## src/logic/pattern_fifo.sv

```systemverilog
`timescale 1ns/1ps
`default_nettype none
module pattern_fifo #(
    parameter int WIDTH = 27,
    parameter int DEPTH = 8
) (
    input  wire logic             ref_clk,
    input  wire logic             reset_n,
    input  wire logic             in_valid,
    output logic                  in_ready,
    input  wire logic [WIDTH-1:0] in_data,
    output logic                  out_valid,
    input  wire logic             out_ready,
    output logic [WIDTH-1:0]      out_data
);
    localparam int AW = $clog2(DEPTH);
    // ----------------------------------------
    // state
    // ----------------------------------------
    typedef struct packed {
        logic [DEPTH-1:0][WIDTH-1:0] mem;   // storage
        logic [AW-1:0]               wp;    // write slot
        logic [AW-1:0]               rp;    // read slot
        logic [AW:0]                 cnt;   // words held
    } fifo_state_t;
    fifo_state_t s_q, s_d;
    logic push, pop;
    // honest flags straight from the count
    assign in_ready  = (s_q.cnt != AW'(0) + (AW+1)'(DEPTH)) ? 1'b1 : 1'b0;
    assign out_valid = (s_q.cnt != '0);
    assign out_data  = s_q.mem[s_q.rp];
    assign push      = in_valid & in_ready;
    assign pop       = out_ready & out_valid;
    // next state: push and pop may share a cycle
    always_comb begin
        s_d = s_q;
        if (push) begin
            s_d.mem[s_q.wp] = in_data;
            s_d.wp          = (s_q.wp == AW'(DEPTH-1)) ? '0 : s_q.wp + 1'b1;
        end
        if (pop) begin
            s_d.rp = (s_q.rp == AW'(DEPTH-1)) ? '0 : s_q.rp + 1'b1;
        end
        s_d.cnt = s_q.cnt + (AW+1)'(push) - (AW+1)'(pop);
    end
    // register
    always_ff @(posedge ref_clk or negedge reset_n) begin
        if (!reset_n) begin
            s_q <= '0;
        end else begin
            s_q <= s_d;
        end
    end
    // count never passes depth
    a_fifo_bound: assert property (@(posedge ref_clk) disable iff (!reset_n)
        s_q.cnt <= (AW+1)'(DEPTH)) else $error("fifo count above depth");
endmodule
`default_nettype wire

```

## config.mk

```make
export PLATFORM = sky130hd
export DESIGN_NAME = pattern_fifo
export DESIGN_NICKNAME = d
export VERILOG_FILES = /design/src/logic/pattern_fifo.sv
export SDC_FILE = /design/constraint.sdc
export NUM_CORES = 1
export LEC_CHECK = 0
export BUFFER_PORTS_ARGS = -buffer_cell sky130_fd_sc_hd__clkbuf_2
export CAP_MARGIN = 20
export CORE_MARGIN = 2
export CORE_UTILIZATION = 59
export DETAILED_ROUTE_END_ITERATION = 8
export PLACE_DENSITY = 0.77
export SYNTH_ARGS = -nofsm -noshare
export SYNTH_HDL_FRONTEND = slang
export SYNTH_SLANG_ARGS = --single-unit
```

## constraint.sdc

```tcl
create_clock -name ref_clk -period 3.65 [get_ports ref_clk]
set_input_delay 0.365 -clock ref_clk [delete_from_list [all_inputs] [get_ports ref_clk]]
set_output_delay 0.365 -clock ref_clk [all_outputs]
set_load 0.05 [all_outputs]
```

== Word level (Yosys, flattened, before mapping) ==
Index checks and enable logic that the tools add are counted.

* Logic and storage cells: 33
* Memories kept: 0
* RAM bits: 0
* ROM bits: 0
* Bits of input ports: 31
* Flip-flop bits (word level): 226
* Output and inout bits: 29
* Latch bits: 0

* Multiplexer cells: 8
* Multiply operators: 0
* Div/mod/pow operators: 0
* Reductions and logical operators: 2
* $add $sub $neg: 4
* Eq/ne operators: 3
* Bitwise logic cells: 2
* Shift operators: 0
* $lt $le $gt $ge: 3

{| class="wikitable"
|+ Operators with widths
! operator !! number
|-
| 216-bit bitwise mux || 1
|-
| 27-bit binary-select mux with 3-bit select || 1
|-
| 27-bit demux with 3-bit select || 1
|-
| 27-bit 2-to-1 mux || 2
|-
| 3-bit by 4-bit < comparator with 1-bit output (second input constant) || 2
|-
| 3-bit by 1-bit adder with 3-bit output (second input constant) || 2
|-
| 3-bit equality test (second input constant) || 2
|-
| 3-bit 2-to-1 mux || 2
|-
| 4-bit by 1-bit adder with 4-bit output || 1
|-
| 4-bit inequality test (second input constant) || 1
|-
| 4-bit nonzero test || 1
|-
| 4-bit by 1-bit subtractor with 4-bit output || 1
|-
| 3-bit by 1-bit greater-or-equal comparator with 1-bit output (second input constant) || 1
|-
| 1-bit bitwise AND || 2
|-
| 1-bit logical AND || 1
|-
| 1-bit 2-to-1 mux || 1
|}

== Logic depth before layout (Yosys ltp) ==
Gate-level depths: netlist (run 1).

* Depth after elaboration: 5
* Depth in mapped cells: 11
* Depth with buffers taken out: 11

== Worst setup path after synthesis (run 1) ==
OpenSTA, ideal clock, no wires.

* Path type: register to register
* From: register s_q[2] (netlist bit)
* To: register s_q[2] (netlist bit)
* Cell stages (with the launch flop): 12
* Required time: 3.527 ns
* Path buffers: 0
* Arrival time: 2.510 ns
* Slack: 1.018 ns
* Path through: dfrtp_1 -> inv_1 -> ha_1 -> nor3b_4 -> inv_1 -> nand2_1 -> ha_1 -> inv_1 -> ha_1 -> inv_1 -> fa_1 -> xnor2_1

{| class="wikitable"
|+ RTL lines
! element !! line !! RTL
|-
| from (decl) || 26 || <nowiki>fifo_state_t s_q, s_d;</nowiki>
|}

== Worst setup path after layout (run 1) ==
* From: register s_q[4] (netlist bit)
* To: output port out_data[3]

* Word-level cells in the longest chain between the ends: 2

{| class="wikitable"
|+ RTL lines
! element !! line !! RTL
|-
| 27-bit binary-select mux with 3-bit select || 31 || <nowiki>assign out_data = s_q.mem[s_q.rp];</nowiki>
|-
| 27-bit 2-to-1 mux (implied by the code) || 31 ||
|-
| to (decl) || 14 || <nowiki>output logic [WIDTH-1:0] out_data</nowiki>
|}

Every way passes these cells. The select of a mux whose other input is x is not followed.

==> metrics.txt, run 1 <==
# TYPE chip_impl_metric gauge
chip_impl_metric{name="synth_largest_type_area_fraction",unit="%"} 53.6
chip_impl_metric{name="worst_reg2reg_setup_slack",unit="ns"} 0.98
chip_impl_metric{name="nets",unit=""} 721
chip_impl_metric{name="timing_worst_slew_pin_value",unit="ns"} 0.942
chip_impl_metric{name="synthToLayoutAreaGrowth",unit="%"} 12.2
chip_impl_metric{name="drt-wirelength-per-cell",unit="um"} 22.8
chip_impl_metric{name="synth.lib_cells_used.distinct",unit=""} 26
chip_impl_metric{name="synth.avg_cell_area",unit="um2"} 17.4
chip_impl_metric{name="placement_rows",unit=""} 48
chip_impl_info{name="worst_setup_path_end_kind",value="primary output"} 1
chip_impl_metric{name="drcViolationCount",unit=""} 0
chip_impl_metric{name="critPathArrivalTime",unit="ns"} 2.80
chip_impl_metric{name="synth_enable_flop_cells",unit=""} 0
chip_impl_metric{name="die_w",unit="um"} 138
chip_impl_info{name="regMostFlops",value="s_q"} 1
chip_impl_metric{name="maxSlewHeadroom",unit="%"} 37.2
chip_impl_metric{name="total_via_count_after_detailed_routing",unit=""} 5577
chip_impl_info{name="crit_slowest_cell",value="dfrtp_4"} 1
chip_impl_metric{name="initial_core_util",unit="%"} 60.6
chip_impl_metric{name="detail_route.vias_per_cell",unit=""} 6.07
chip_impl_metric{name="vdd_ir_drop_max",unit="uV"} 834
chip_impl_metric{name="clk_pin_slew_worst_paths",unit="ns"} 0.06
chip_impl_metric{name="postSynthCellCount",unit=""} 607
chip_impl_metric{name="nFillCells",unit=""} 1208
chip_impl_metric{name="power_density",unit="nW/um2"} 1100
chip_impl_info{name="critical_path.cell_chain",value="buf_4, mux4_2, mux2_2, clkbuf_2"} 1
chip_impl_metric{name="fin_crit_sh",unit="%"} 86.7
chip_impl_metric{name="min_path_cells",unit=""} 2
chip_impl_metric{name="number_of_clock_sinks_seen_by_cts",unit=""} 226
chip_impl_metric{name="static-leakage-power",unit="nW"} 5.30
chip_impl_metric{name="grt_pass1_vias",unit=""} 6175
chip_impl_metric{name="clockBufferDepth",unit=""} 3
chip_impl_metric{name="placedCellCount",unit=""} 877
chip_impl_metric{name="worst_r2r_path_depth",unit=""} 11
chip_impl_metric{name="cap_viol_max_count",unit=""} 0
chip_impl_metric{name="drive_above_1_share",unit="%"} 61.7
chip_impl_info{name="result_of_the_run",value="complete, no violations"} 1
chip_impl_info{name="clockRootBuffer",value="clkbuf_16"} 1
chip_impl_metric{name="initial_antenna_violation_count",unit=""} 0
chip_impl_metric{name="data_required_critical_path",unit="ns"} 3.28
chip_impl_metric{name="largest_register_ffs",unit=""} 226
chip_impl_metric{name="worst_skew_pair_later_pin_latency",unit="ns"} 0.51
chip_impl_metric{name="ys_async_rst_share",unit="%"} 100
chip_impl_info{name="hp-start",value="in_data[21]"} 1
chip_impl_metric{name="crit_path_max_incr_delay",unit="ns"} 0.81
chip_impl_metric{name="fin_skew",unit="ns"} 0.0138
chip_impl_metric{name="die-area",unit="um2"} 19000
chip_impl_metric{name="drt_first_iter_violations",unit=""} 321
chip_impl_metric{name="drt_first_pass_iters",unit=""} 4
chip_impl_info{name="synthMostInstantiatedCell",value="dfrtp_1"} 1
chip_impl_metric{name="finalSetupViolations",unit=""} 0
chip_impl_info{name="worstSetupStartpointType",value="register"} 1
chip_impl_metric{name="slew_violations",unit=""} 0
chip_impl_metric{name="hold_viol_final",unit=""} 0
chip_impl_metric{name="dp.final_hpwl",unit="um"} 12900
chip_impl_metric{name="post_synth_instance_area",unit="um2"} 10500
chip_impl_metric{name="core_area",unit="um2"} 17400
chip_impl_metric{name="grt_ovf",unit=""} 0
chip_impl_info{name="critPathKind",value="register to primary output"} 1
chip_impl_metric{name="wl",unit="um"} 20900
chip_impl_info{name="crit_family",value="multiplexers"} 1
chip_impl_info{name="reg.largest.list",value="s_q: 226 flops"} 1
chip_impl_metric{name="critical_path_buf_inv_count",unit=""} 2
chip_impl_metric{name="h_tree_depth",unit=""} 1
chip_impl_info{name="hold_end",value="s_q[166]"} 1
chip_impl_metric{name="period_minus_slack",unit="ns"} 3.17
chip_impl_metric{name="first_pass_grt_wire_length",unit="um"} 34400
chip_impl_info{name="cts_tree",value="built"} 1
chip_impl_info{name="grt_setup_unrepaired",value="false"} 1
chip_impl_info{name="synth_flop_cell",value="dfrtp_1"} 1
chip_impl_info{name="critPathLaunch",value="s_q[4]"} 1
chip_impl_metric{name="final_area",unit="um2"} 11800
chip_impl_metric{name="cts_inserted_buffers",unit=""} 24
chip_impl_metric{name="clock.fmax",unit="GHz"} 0.316
chip_impl_metric{name="synth.ff_latch_count",unit=""} 226
chip_impl_info{name="worstReg2RegStart",value="s_q[2]"} 1
chip_impl_info{name="synth_top_cell_by_area",value="dfrtp_1"} 1
chip_impl_info{name="post_synth_most_frequent_cells",value="dfrtp_1, mux2_2, mux4_2, mux2_4, ha_1"} 1
chip_impl_metric{name="io_buffer_count",unit=""} 59
chip_impl_metric{name="dpl_cell_area",unit="um2"} 11100
chip_impl_metric{name="total_number_of_yosys_warnings",unit=""} 0
chip_impl_info{name="hp-class",value="primary input to register"} 1
chip_impl_metric{name="grt_max_degree",unit=""} 84
chip_impl_metric{name="globalplace.congestion",unit=""} 0.728
chip_impl_metric{name="path_max_fanout",unit=""} 29
chip_impl_info{name="r2r-end",value="s_q[3]"} 1
chip_impl_metric{name="synth-seq-area-share",unit="%"} 53.6
chip_impl_metric{name="floorplan.io_pins",unit=""} 60
chip_impl_metric{name="diodes",unit=""} 0
chip_impl_metric{name="number_of_antenna_violating_nets_in_the_routed_design",unit=""} 0
chip_impl_metric{name="syn_nets",unit=""} 649
chip_impl_metric{name="grt_use_total",unit="%"} 24.0
chip_impl_metric{name="post_cts.resized_instances",unit=""} 0
chip_impl_metric{name="final-instance-count-excl-fill",unit=""} 919
chip_impl_info{name="synth_top_cells_by_area",value="dfrtp_1, mux2_2, mux4_2"} 1
chip_impl_metric{name="die_h",unit="um"} 138
chip_impl_metric{name="finalSetupTns",unit="ns"} 0
## per-stage QoR
step / setup WS, ns / hold slack, ns / utilization (%) / power [mW]
CTS: 0.415 / 0.185 / 67.9 / 13.1
finish: 0.484 / 0.201 / 67.9 / 13.0
floorplan: 1.02 / 0.0694 / - / 9.39
global route: 0.320 / 0.206 / 67.9 / 13.7
detailed placement: 0.959 / 0.450 / 63.5 / 10.7
global placement: 0.996 / 0.435 / 63.5 / 10.4
## report_power, final
group          internal [mW]  switching (mW)  leakage (nW)
logic                   3.04            3.01          2.21
registers               3.80           0.805          2.71
clock network           1.41           0.927         0.378
total                   8.25            4.74          5.30
## cell type report
type	count	area [um2]	share of cell area (%)
timing repair buffer	81	509	4.30
sequential	226	5660	47.8
clock inverter	1	5.00	0.0423
inverter	9	33.8	0.286
clock buffer	40	762	6.44
multi-input combinational	337	4580	38.7
tap	225	282	2.38
## placed cells by master (no fill, tap or decap), drive strengths merged, types with 2 or more instances in the layout
cell type  synthesis  final
buf               26     21
or4b               2      2
mux2             249    249
clkbuf             9     99
or4                2      2
inv                9      9
nor2b              2      2
nor4b              2      2
nand2              4      4
nor3               2      2
nor2               2      2
mux4              54     54
dfrtp            226    226
ha                10     10
## worst reg2reg max path, cell delays in order, from the launching register on
cell and delay [ns]:
dfrtp_1 0.36, inv_1 0.10, ha_1 0.16, nor3b_4 0.55, inv_1 0.13, nand2_1 0.19, ha_1 0.23, inv_1 0.06
ha_1 0.28, a21o_1 0.18, a21oi_1 0.19, xor2_1 0.17
## per-layer routing
layer | up-vias | part of all wire (%) | global-route usage [%]
li1 | 2423 | - | -
met1 | 3025 | 45 | 34.0
met2 | 99 | 50 | 39.6
met3 | 30 | 2.8 | 3.75
met4 | 0 | 2.0 | 5.50
met5 | - | 0 | 0
## timing repair
action / 4_1_cts / 5_1_grt
hold endpoints to repair: 80 / 0
endpoints found under the setup margin: 0 / 0
buffers inserted: 0 / 0
hold buffers: 1 / 0
## logic make-up (layout without fill, tap and decap cells)
logic type | count (synthesis) | in the layout | synth area share (%)
simple gates | 19 | 19 | 1.63
compound gates | 2 | 2 | 0.119
flops | 226 | 226 | 53.6
fa+ha+maj | 11 | 11 | 1.38
mux | 303 | 303 | 40.0
buf+inv | 44 | 131 | 3.11
xor+xnor | 2 | 2 | 0.166
## how the worst max path moves through the flow
stage,to,depth (start not counted)
2_1_floorplan,s_q[2],11
5_1_grt,out_data[1],4
4_1_cts,out_data[1],4
3_3_place_gp,out_data[8],4
3_5_place_dp,out_data[1],4
6_report,out_data[3],4
Note: power is estimated with default switching activity, not from simulation.
==> run 2: changes to the inputs <==
--- a/config.mk
+++ b/config.mk
@@ -10,7 +10,8 @@
 export CORE_MARGIN = 2
 export CORE_UTILIZATION = 59
 export DETAILED_ROUTE_END_ITERATION = 8
-export PLACE_DENSITY = 0.77
+export PLACE_DENSITY = 0.78
+export RECOVER_POWER = 25
 export SYNTH_ARGS = -nofsm -noshare
 export SYNTH_HDL_FRONTEND = slang
 export SYNTH_SLANG_ARGS = --single-unit
==> run 2 against run 1 <==
The flow now finishes with violations (capacitance limit, slew limit). Setup slack got worse by 0.083 ns. Die area unchanged. Largest cell class unchanged. Count of clock-buffer cells in the layout is 7 lower. Critical path depth unchanged.
==> metrics.txt, run 2 (synthesis results as in run 1) <==
# TYPE chip_impl_metric gauge
chip_impl_metric{name="h_tree_depth",unit=""} 1
chip_impl_metric{name="drt-wirelength-per-cell",unit="um"} 22.6
chip_impl_metric{name="critical_path_buf_inv_count",unit=""} 2
chip_impl_metric{name="multiInputGateArea",unit="um2"} 4580
chip_impl_info{name="critPathKind",value="register to primary output"} 1
chip_impl_metric{name="io_buffer_count",unit=""} 59
chip_impl_metric{name="placement_rows",unit=""} 48
chip_impl_metric{name="core_area",unit="um2"} 17400
chip_impl_metric{name="post_cts.resized_instances",unit=""} 0
chip_impl_metric{name="detail_route.vias_per_cell",unit=""} 6.07
chip_impl_metric{name="dp.final_hpwl",unit="um"} 12300
chip_impl_metric{name="die-area",unit="um2"} 19000
chip_impl_info{name="clockRootBuffer",value="clkbuf_16"} 1
chip_impl_metric{name="maxSlewHeadroom",unit="%"} -94.0
chip_impl_metric{name="cap_viol_max_count",unit=""} 1
chip_impl_metric{name="wl",unit="um"} 20700
chip_impl_metric{name="floorplan.io_pins",unit=""} 60
chip_impl_metric{name="detailedPlace.worstSlack",unit="ns"} 0.869
chip_impl_metric{name="fin_crit_sh",unit="%"} 89.0
chip_impl_metric{name="slew_violations",unit=""} 116
chip_impl_metric{name="worst_skew_pair_later_pin_latency",unit="ns"} 0.51
chip_impl_metric{name="grt_ovf",unit=""} 0
chip_impl_metric{name="first_pass_grt_wire_length",unit="um"} 33400
chip_impl_metric{name="data_required_critical_path",unit="ns"} 3.28
chip_impl_metric{name="synthToLayoutAreaGrowth",unit="%"} 12.3
chip_impl_metric{name="postCtsSetupRepairBufs",unit=""} 0
chip_impl_info{name="regMostFlops",value="s_q"} 1
chip_impl_metric{name="finalSetupTns",unit="ns"} 0
chip_impl_metric{name="largest_register_ffs",unit=""} 226
chip_impl_info{name="final_common_cell",value="dfrtp_1"} 1
chip_impl_metric{name="cts_inserted_buffers",unit=""} 24
chip_impl_info{name="reg.largest.list",value="s_q: 226 flops"} 1
chip_impl_metric{name="finalSetupViolations",unit=""} 0
chip_impl_metric{name="die_h",unit="um"} 138
chip_impl_info{name="result_of_the_run",value="finished with violations"} 1
chip_impl_metric{name="grt_use_total",unit="%"} 23.3
chip_impl_metric{name="number_of_clock_sinks_seen_by_cts",unit=""} 226
chip_impl_metric{name="post-route-util",unit="%"} 68.0
chip_impl_info{name="hp-class",value="primary input to register"} 1
chip_impl_metric{name="grt_max_degree",unit=""} 118
chip_impl_metric{name="nets",unit=""} 716
chip_impl_metric{name="critPathArrivalTime",unit="ns"} 2.88
chip_impl_metric{name="globalplace.congestion",unit=""} 0.715
chip_impl_metric{name="crit_path_max_incr_delay",unit="ns"} 0.96
chip_impl_metric{name="timing_worst_slew_pin_value",unit="ns"} 2.91
chip_impl_info{name="worst_setup_path_end_kind",value="primary output"} 1
chip_impl_metric{name="drt_first_pass_iters",unit=""} 4
chip_impl_info{name="crit_slowest_cell",value="dfrtp_4"} 1
chip_impl_metric{name="clock.fmax",unit="GHz"} 0.308
chip_impl_info{name="worstSetupStartpointType",value="register"} 1
chip_impl_metric{name="number_of_antenna_violating_nets_in_the_routed_design",unit=""} 0
chip_impl_metric{name="grt_pass1_vias",unit=""} 6114
chip_impl_info{name="violated_checks",value="capacitance limit, slew limit"} 1
chip_impl_metric{name="total_via_count_after_detailed_routing",unit=""} 5553
chip_impl_info{name="crit_family",value="flip-flops"} 1
chip_impl_metric{name="hold_bufs_inserted_after_cts",unit=""} 0
chip_impl_metric{name="seqCellArea",unit="um2"} 5660
chip_impl_metric{name="final_critical_path_setup_slack",unit="ns"} 0.400
chip_impl_metric{name="clk_pin_slew_worst_paths",unit="ns"} 0.06
chip_impl_metric{name="initial_core_util",unit="%"} 60.6
chip_impl_info{name="grt_setup_unrepaired",value="false"} 1
chip_impl_metric{name="clockBufferDepth",unit=""} 3
chip_impl_metric{name="final.hold.worst_slack",unit="ns"} 0.198
chip_impl_metric{name="die_w",unit="um"} 138
chip_impl_info{name="critical_path.cell_chain",value="buf_4, mux4_2, mux2_2, clkbuf_2"} 1
chip_impl_metric{name="nFillCells",unit=""} 1178
chip_impl_metric{name="diodes",unit=""} 0
chip_impl_metric{name="hold_viol_final",unit=""} 0
chip_impl_metric{name="path_max_fanout",unit=""} 40
chip_impl_metric{name="drt_first_iter_violations",unit=""} 258
chip_impl_metric{name="initial_antenna_violation_count",unit=""} 0
chip_impl_info{name="cts_tree",value="built"} 1
chip_impl_metric{name="drive_above_1_share",unit="%"} 62.5
chip_impl_info{name="layout.cells.most_common_list",value="dfrtp_1, mux2_2, clkbuf_2, mux4_2, mux2_4"} 1
chip_impl_metric{name="drcViolationCount",unit=""} 0
chip_impl_metric{name="fin_skew",unit="ns"} 0.00823
chip_impl_metric{name="period_minus_slack",unit="ns"} 3.25
run 2: cell types whose count changed in the layout (fill, tap and decap cells not counted):
cell           change
buf_12             -1
buf_4              -3
bufinv_16          +3
clkbuf_1           -6
clkbuf_2           +1
clkbuf_8           -2
clkinv_2           +4
clkinvlp_4         +1
dlygate4sd3_1      -1
run 2: layout make-up:
type	count	area share, %
flip-flops and latches	226	47.8
multi-input cells	337	38.6
clock buffers	33	6.12
repair buffers	76	3.78
well taps	225	2.38
clock inverters	9	1.03
inverters	9	0.285
run 2: worst reg2reg max path: stages (launching register included):
cell and delay, ns:
dfrtp_1 0.36, inv_1 0.10, ha_1 0.16, nor3b_4 0.54, inv_1 0.13, nand2_1 0.20, ha_1 0.26, inv_1 0.05
ha_1 0.16, inv_1 0.06, fa_1 0.48, inv_1 0.04
run 2: metal layers:
layer,track usage (%),part of all wire (%),vias up
met5,0,0,-
met2,40.4,52,106
met4,6.07,2.0,0
met1,31.1,42,3006
li1,-,-,2407
met3,3.20,3.8,34
run 2: final timing paths:
kind / slack [ns] / from / to / depth (start not counted)
max: 0.40 / s_q[4] / out_data[14] / 4
max reg2reg: 1.01 / s_q[2] / s_q[1] / 11
min in group asynchronous: 0.78 / reset_n / s_q[73] / 1
max in group asynchronous: 1.19 / reset_n / s_q[84] / 1
min reg2reg: 0.50 / s_q[173] / s_q[173] / 1
min: 0.20 / in_data[5] / s_q[123] / 2
run 2: per-stage QoR:
| stage | cell area (um2) | std cells |
|---|---|---|
| 2_1_floorplan | 10500 | 607 |
| 4_1_cts | 11900 | 915 |
| 5_1_grt | 11900 | 915 |
| 6_report | 11900 | 915 |
| 3_5_place_dp | 11000 | 873 |
| 3_3_place_gp | 11000 | 873 |
Power of run 2 is not shown: default switching activity piles up to over one toggle a cycle in this logic, so the estimate is an artifact.
==> run 3: changes to the inputs <==
--- a/config.mk
+++ b/config.mk
@@ -7,10 +7,12 @@
 export LEC_CHECK = 0
 export BUFFER_PORTS_ARGS = -buffer_cell sky130_fd_sc_hd__clkbuf_2
 export CAP_MARGIN = 20
+export CELL_PAD_IN_SITES_DETAIL_PLACEMENT = 0
+export CELL_PAD_IN_SITES_GLOBAL_PLACEMENT = 1
 export CORE_MARGIN = 2
-export CORE_UTILIZATION = 59
+export CORE_UTILIZATION = 57
 export DETAILED_ROUTE_END_ITERATION = 8
-export PLACE_DENSITY = 0.78
+export PLACE_DENSITY_LB_ADDON = 0.1
 export RECOVER_POWER = 25
 export SYNTH_ARGS = -nofsm -noshare
 export SYNTH_HDL_FRONTEND = slang
==> run 3 against run 2 <==
The flow finishes with violations (DRC, capacitance limit, slew limit). Sequential cell count unchanged. Maximum frequency is 10% higher. Core utilization decreased by 3.1 points. Global-route usage is 0.70 points lower. Non-clock buffer count is the same. Wire length up 1.4%. Register-to-register slack improved by 0.07 ns. Cell area fell by 0.81%. Clock skew about the same. Setup slack improved by 0.29 ns. Critical path type unchanged.
==> metrics.txt, run 3 (synthesis results as in run 1) <==
# TYPE chip_impl_metric gauge
chip_impl_metric{name="grt_max_degree",unit=""} 102
chip_impl_metric{name="drt_first_pass_iters",unit=""} 6
chip_impl_metric{name="io_buffer_count",unit=""} 59
chip_impl_metric{name="maxSlewHeadroom",unit="%"} -76.5
chip_impl_metric{name="drt-wirelength-per-cell",unit="um"} 22.9
chip_impl_metric{name="cap_viol_max_count",unit=""} 1
chip_impl_metric{name="placedCellCount",unit=""} 877
chip_impl_metric{name="fin_skew",unit="ns"} 0.00814
chip_impl_metric{name="number_of_antenna_violating_nets_in_the_routed_design",unit=""} 0
chip_impl_metric{name="clock.fmax",unit="GHz"} 0.338
chip_impl_info{name="grt_setup_unrepaired",value="false"} 1
chip_impl_metric{name="cts_inserted_buffers",unit=""} 24
chip_impl_metric{name="critPathArrivalTime",unit="ns"} 2.59
chip_impl_metric{name="wl",unit="um"} 21000
chip_impl_metric{name="power.internal",unit="mW"} 8.16
chip_impl_metric{name="first_pass_grt_wire_length",unit="um"} 34700
chip_impl_metric{name="final-instance-count-excl-fill",unit=""} 916
chip_impl_metric{name="hold_bufs_inserted_after_cts",unit=""} 0
chip_impl_metric{name="data_required_critical_path",unit="ns"} 3.28
chip_impl_info{name="hp-class",value="primary input to register"} 1
chip_impl_info{name="crit_slowest_cell",value="dfrtp_4"} 1
chip_impl_metric{name="pwr-share-comb",unit="%"} 47.2
chip_impl_metric{name="floorplan.io_pins",unit=""} 60
chip_impl_metric{name="detail_route.vias_per_cell",unit=""} 6.01
chip_impl_metric{name="globalplace.congestion",unit=""} 0.707
chip_impl_metric{name="path_max_fanout",unit=""} 16
chip_impl_info{name="clockRootBuffer",value="clkbuf_16"} 1
chip_impl_info{name="violated_checks",value="DRC, capacitance limit, slew limit"} 1
chip_impl_metric{name="finalPower",unit="mW"} 12.9
chip_impl_metric{name="power_density",unit="nW/um2"} 1090
chip_impl_metric{name="drive_above_1_share",unit="%"} 61.0
chip_impl_info{name="cts_tree",value="built"} 1
chip_impl_metric{name="timing_worst_slew_pin_value",unit="ns"} 2.65
chip_impl_info{name="worstSetupStartpointType",value="register"} 1
chip_impl_metric{name="initial_core_util",unit="%"} 58.3
chip_impl_metric{name="die_h",unit="um"} 140
chip_impl_metric{name="crit_path_max_incr_delay",unit="ns"} 0.62
chip_impl_metric{name="clockPowerShare",unit="%"} 17.3
chip_impl_metric{name="static-leakage-power",unit="nW"} 5.25
chip_impl_metric{name="die-area",unit="um2"} 19600
chip_impl_info{name="critical_path.cell_chain",value="buf_4, mux4_2, mux2_2, clkbuf_2"} 1
chip_impl_metric{name="post_cts.resized_instances",unit=""} 0
chip_impl_metric{name="placement_rows",unit=""} 49
chip_impl_metric{name="swShare",unit="%"} 36.6
chip_impl_info{name="reg.largest.list",value="s_q: 226 flops"} 1
chip_impl_metric{name="die_w",unit="um"} 140
chip_impl_metric{name="hold_viol_final",unit=""} 0
chip_impl_metric{name="vdd_ir_drop_max",unit="uV"} 836
chip_impl_metric{name="grt_pass1_vias",unit=""} 6114
chip_impl_info{name="worst_setup_path_end_kind",value="primary output"} 1
chip_impl_info{name="regMostFlops",value="s_q"} 1
chip_impl_metric{name="power.switching",unit="mW"} 4.71
chip_impl_info{name="layout.cells.most_common_list",value="dfrtp_1, mux2_2, clkbuf_2, mux4_2, mux2_4"} 1
chip_impl_metric{name="finalSetupViolations",unit=""} 0
chip_impl_metric{name="grt_ovf",unit=""} 0
chip_impl_metric{name="dp.final_hpwl",unit="um"} 12200
chip_impl_metric{name="detailedPlace.worstSlack",unit="ns"} 1.07
chip_impl_info{name="critPathKind",value="register to primary output"} 1
chip_impl_metric{name="fin_crit_sh",unit="%"} 81.0
chip_impl_info{name="final_common_cell",value="dfrtp_1"} 1
chip_impl_metric{name="period_minus_slack",unit="ns"} 2.96
chip_impl_metric{name="diodes",unit=""} 0
chip_impl_info{name="result_of_the_run",value="finished with violations"} 1
chip_impl_metric{name="worst_skew_pair_later_pin_latency",unit="ns"} 0.51
chip_impl_metric{name="h_tree_depth",unit=""} 1
chip_impl_metric{name="grt_use_total",unit="%"} 22.6
chip_impl_metric{name="total_via_count_after_detailed_routing",unit=""} 5506
chip_impl_metric{name="largest_register_ffs",unit=""} 226
chip_impl_metric{name="number_of_clock_sinks_seen_by_cts",unit=""} 226
chip_impl_metric{name="initial_antenna_violation_count",unit=""} 0
chip_impl_metric{name="synthToLayoutAreaGrowth",unit="%"} 11.4
chip_impl_metric{name="clk_pin_slew_worst_paths",unit="ns"} 0.06
chip_impl_metric{name="final_critical_path_setup_slack",unit="ns"} 0.695
chip_impl_metric{name="slew_violations",unit=""} 100
chip_impl_metric{name="drcViolationCount",unit=""} 4
chip_impl_metric{name="core_area",unit="um2"} 18100
chip_impl_metric{name="finalSetupTns",unit="ns"} 0
chip_impl_metric{name="clockBufferDepth",unit=""} 3
chip_impl_metric{name="power_frac_seq",unit="%"} 35.4
chip_impl_metric{name="nets",unit=""} 716
chip_impl_metric{name="postCtsSetupRepairBufs",unit=""} 0
chip_impl_metric{name="drt_first_iter_violations",unit=""} 255
[run 3: cell types whose count changed in the layout (fill, tap and decap cells not counted)]
cell,before,now
clkbuf_1,1,11
clkinv_2,5,0
clkbuf_8,7,3
buf_12,2,5
buf_4,15,12
bufinv_16,3,0
clkinvlp_4,1,0
or4_1,1,0
or4_2,1,2
[run 3: final timing paths]
kind,endpoint,depth (start not counted),from,slack [ns]
worst max-delay path,out_data[26],4,s_q[4],0.69
worst min-delay path,s_q[38],2,in_data[1],0.20
worst max register to register,s_q[2],11,s_q[2],1.08
worst min register to register,s_q[144],1,s_q[144],0.50
max in group asynchronous,s_q[172],1,reset_n,1.43
min in group asynchronous,s_q[73],1,reset_n,0.69
[run 3: per-layer routing]
metal | vias up | GRT usage [%] | routed length (um)
met5 | - | 0 | 0
met4 | 0 | 5.26 | 415
met3 | 34 | 3.38 | 753
met2 | 95 | 36.0 | 10000
met1 | 2973 | 33.4 | 9760
li1 | 2404 | - | -
[run 3: layout make-up]
| type | count | area [um2] |
|---|---|---|
| Multi-Input combinational cell | 337 | 4580 |
| Sequential cell | 226 | 5660 |
| Fill cell | 1258 | 6330 |
| Clock buffer | 39 | 708 |
| Timing Repair Buffer | 76 | 485 |
| Inverter | 9 | 33.8 |
| Tap cell | 229 | 287 |
[run 3: power groups by stage]
| stage | clock network (mW) | registers [mW] | logic [mW] |
|---|---|---|---|
| 2_1_floorplan | 0 | 4.25 | 5.14 |
| 3_3_place_gp | 0 | 4.47 | 5.98 |
| 3_5_place_dp | 0 | 4.57 | 6.13 |
| 4_1_cts | 2.29 | 4.56 | 6.15 |
| 5_1_grt | 2.40 | 4.73 | 6.46 |
| 6_report | 2.23 | 4.56 | 6.08 |
[run 3: critical path, delay by kind of cell, from the launching register on]
kind	cells	cell delay, ns
buffers and inverters	2	0.60
flip-flops	1	0.62
multiplexers	2	0.85
[run 3: per-stage QoR]
stage / area [um2] / utilization [%] / hold WS, ns
2_1_floorplan: 10500 / - / 0.0694
3_3_place_gp: 11100 / 61.1 / 0.482
3_5_place_dp: 11100 / 61.1 / 0.488
4_1_cts: 11800 / 65.0 / 0.00323
5_1_grt: 11800 / 65.0 / 0.193
6_report: 11800 / 65.0 / 0.199
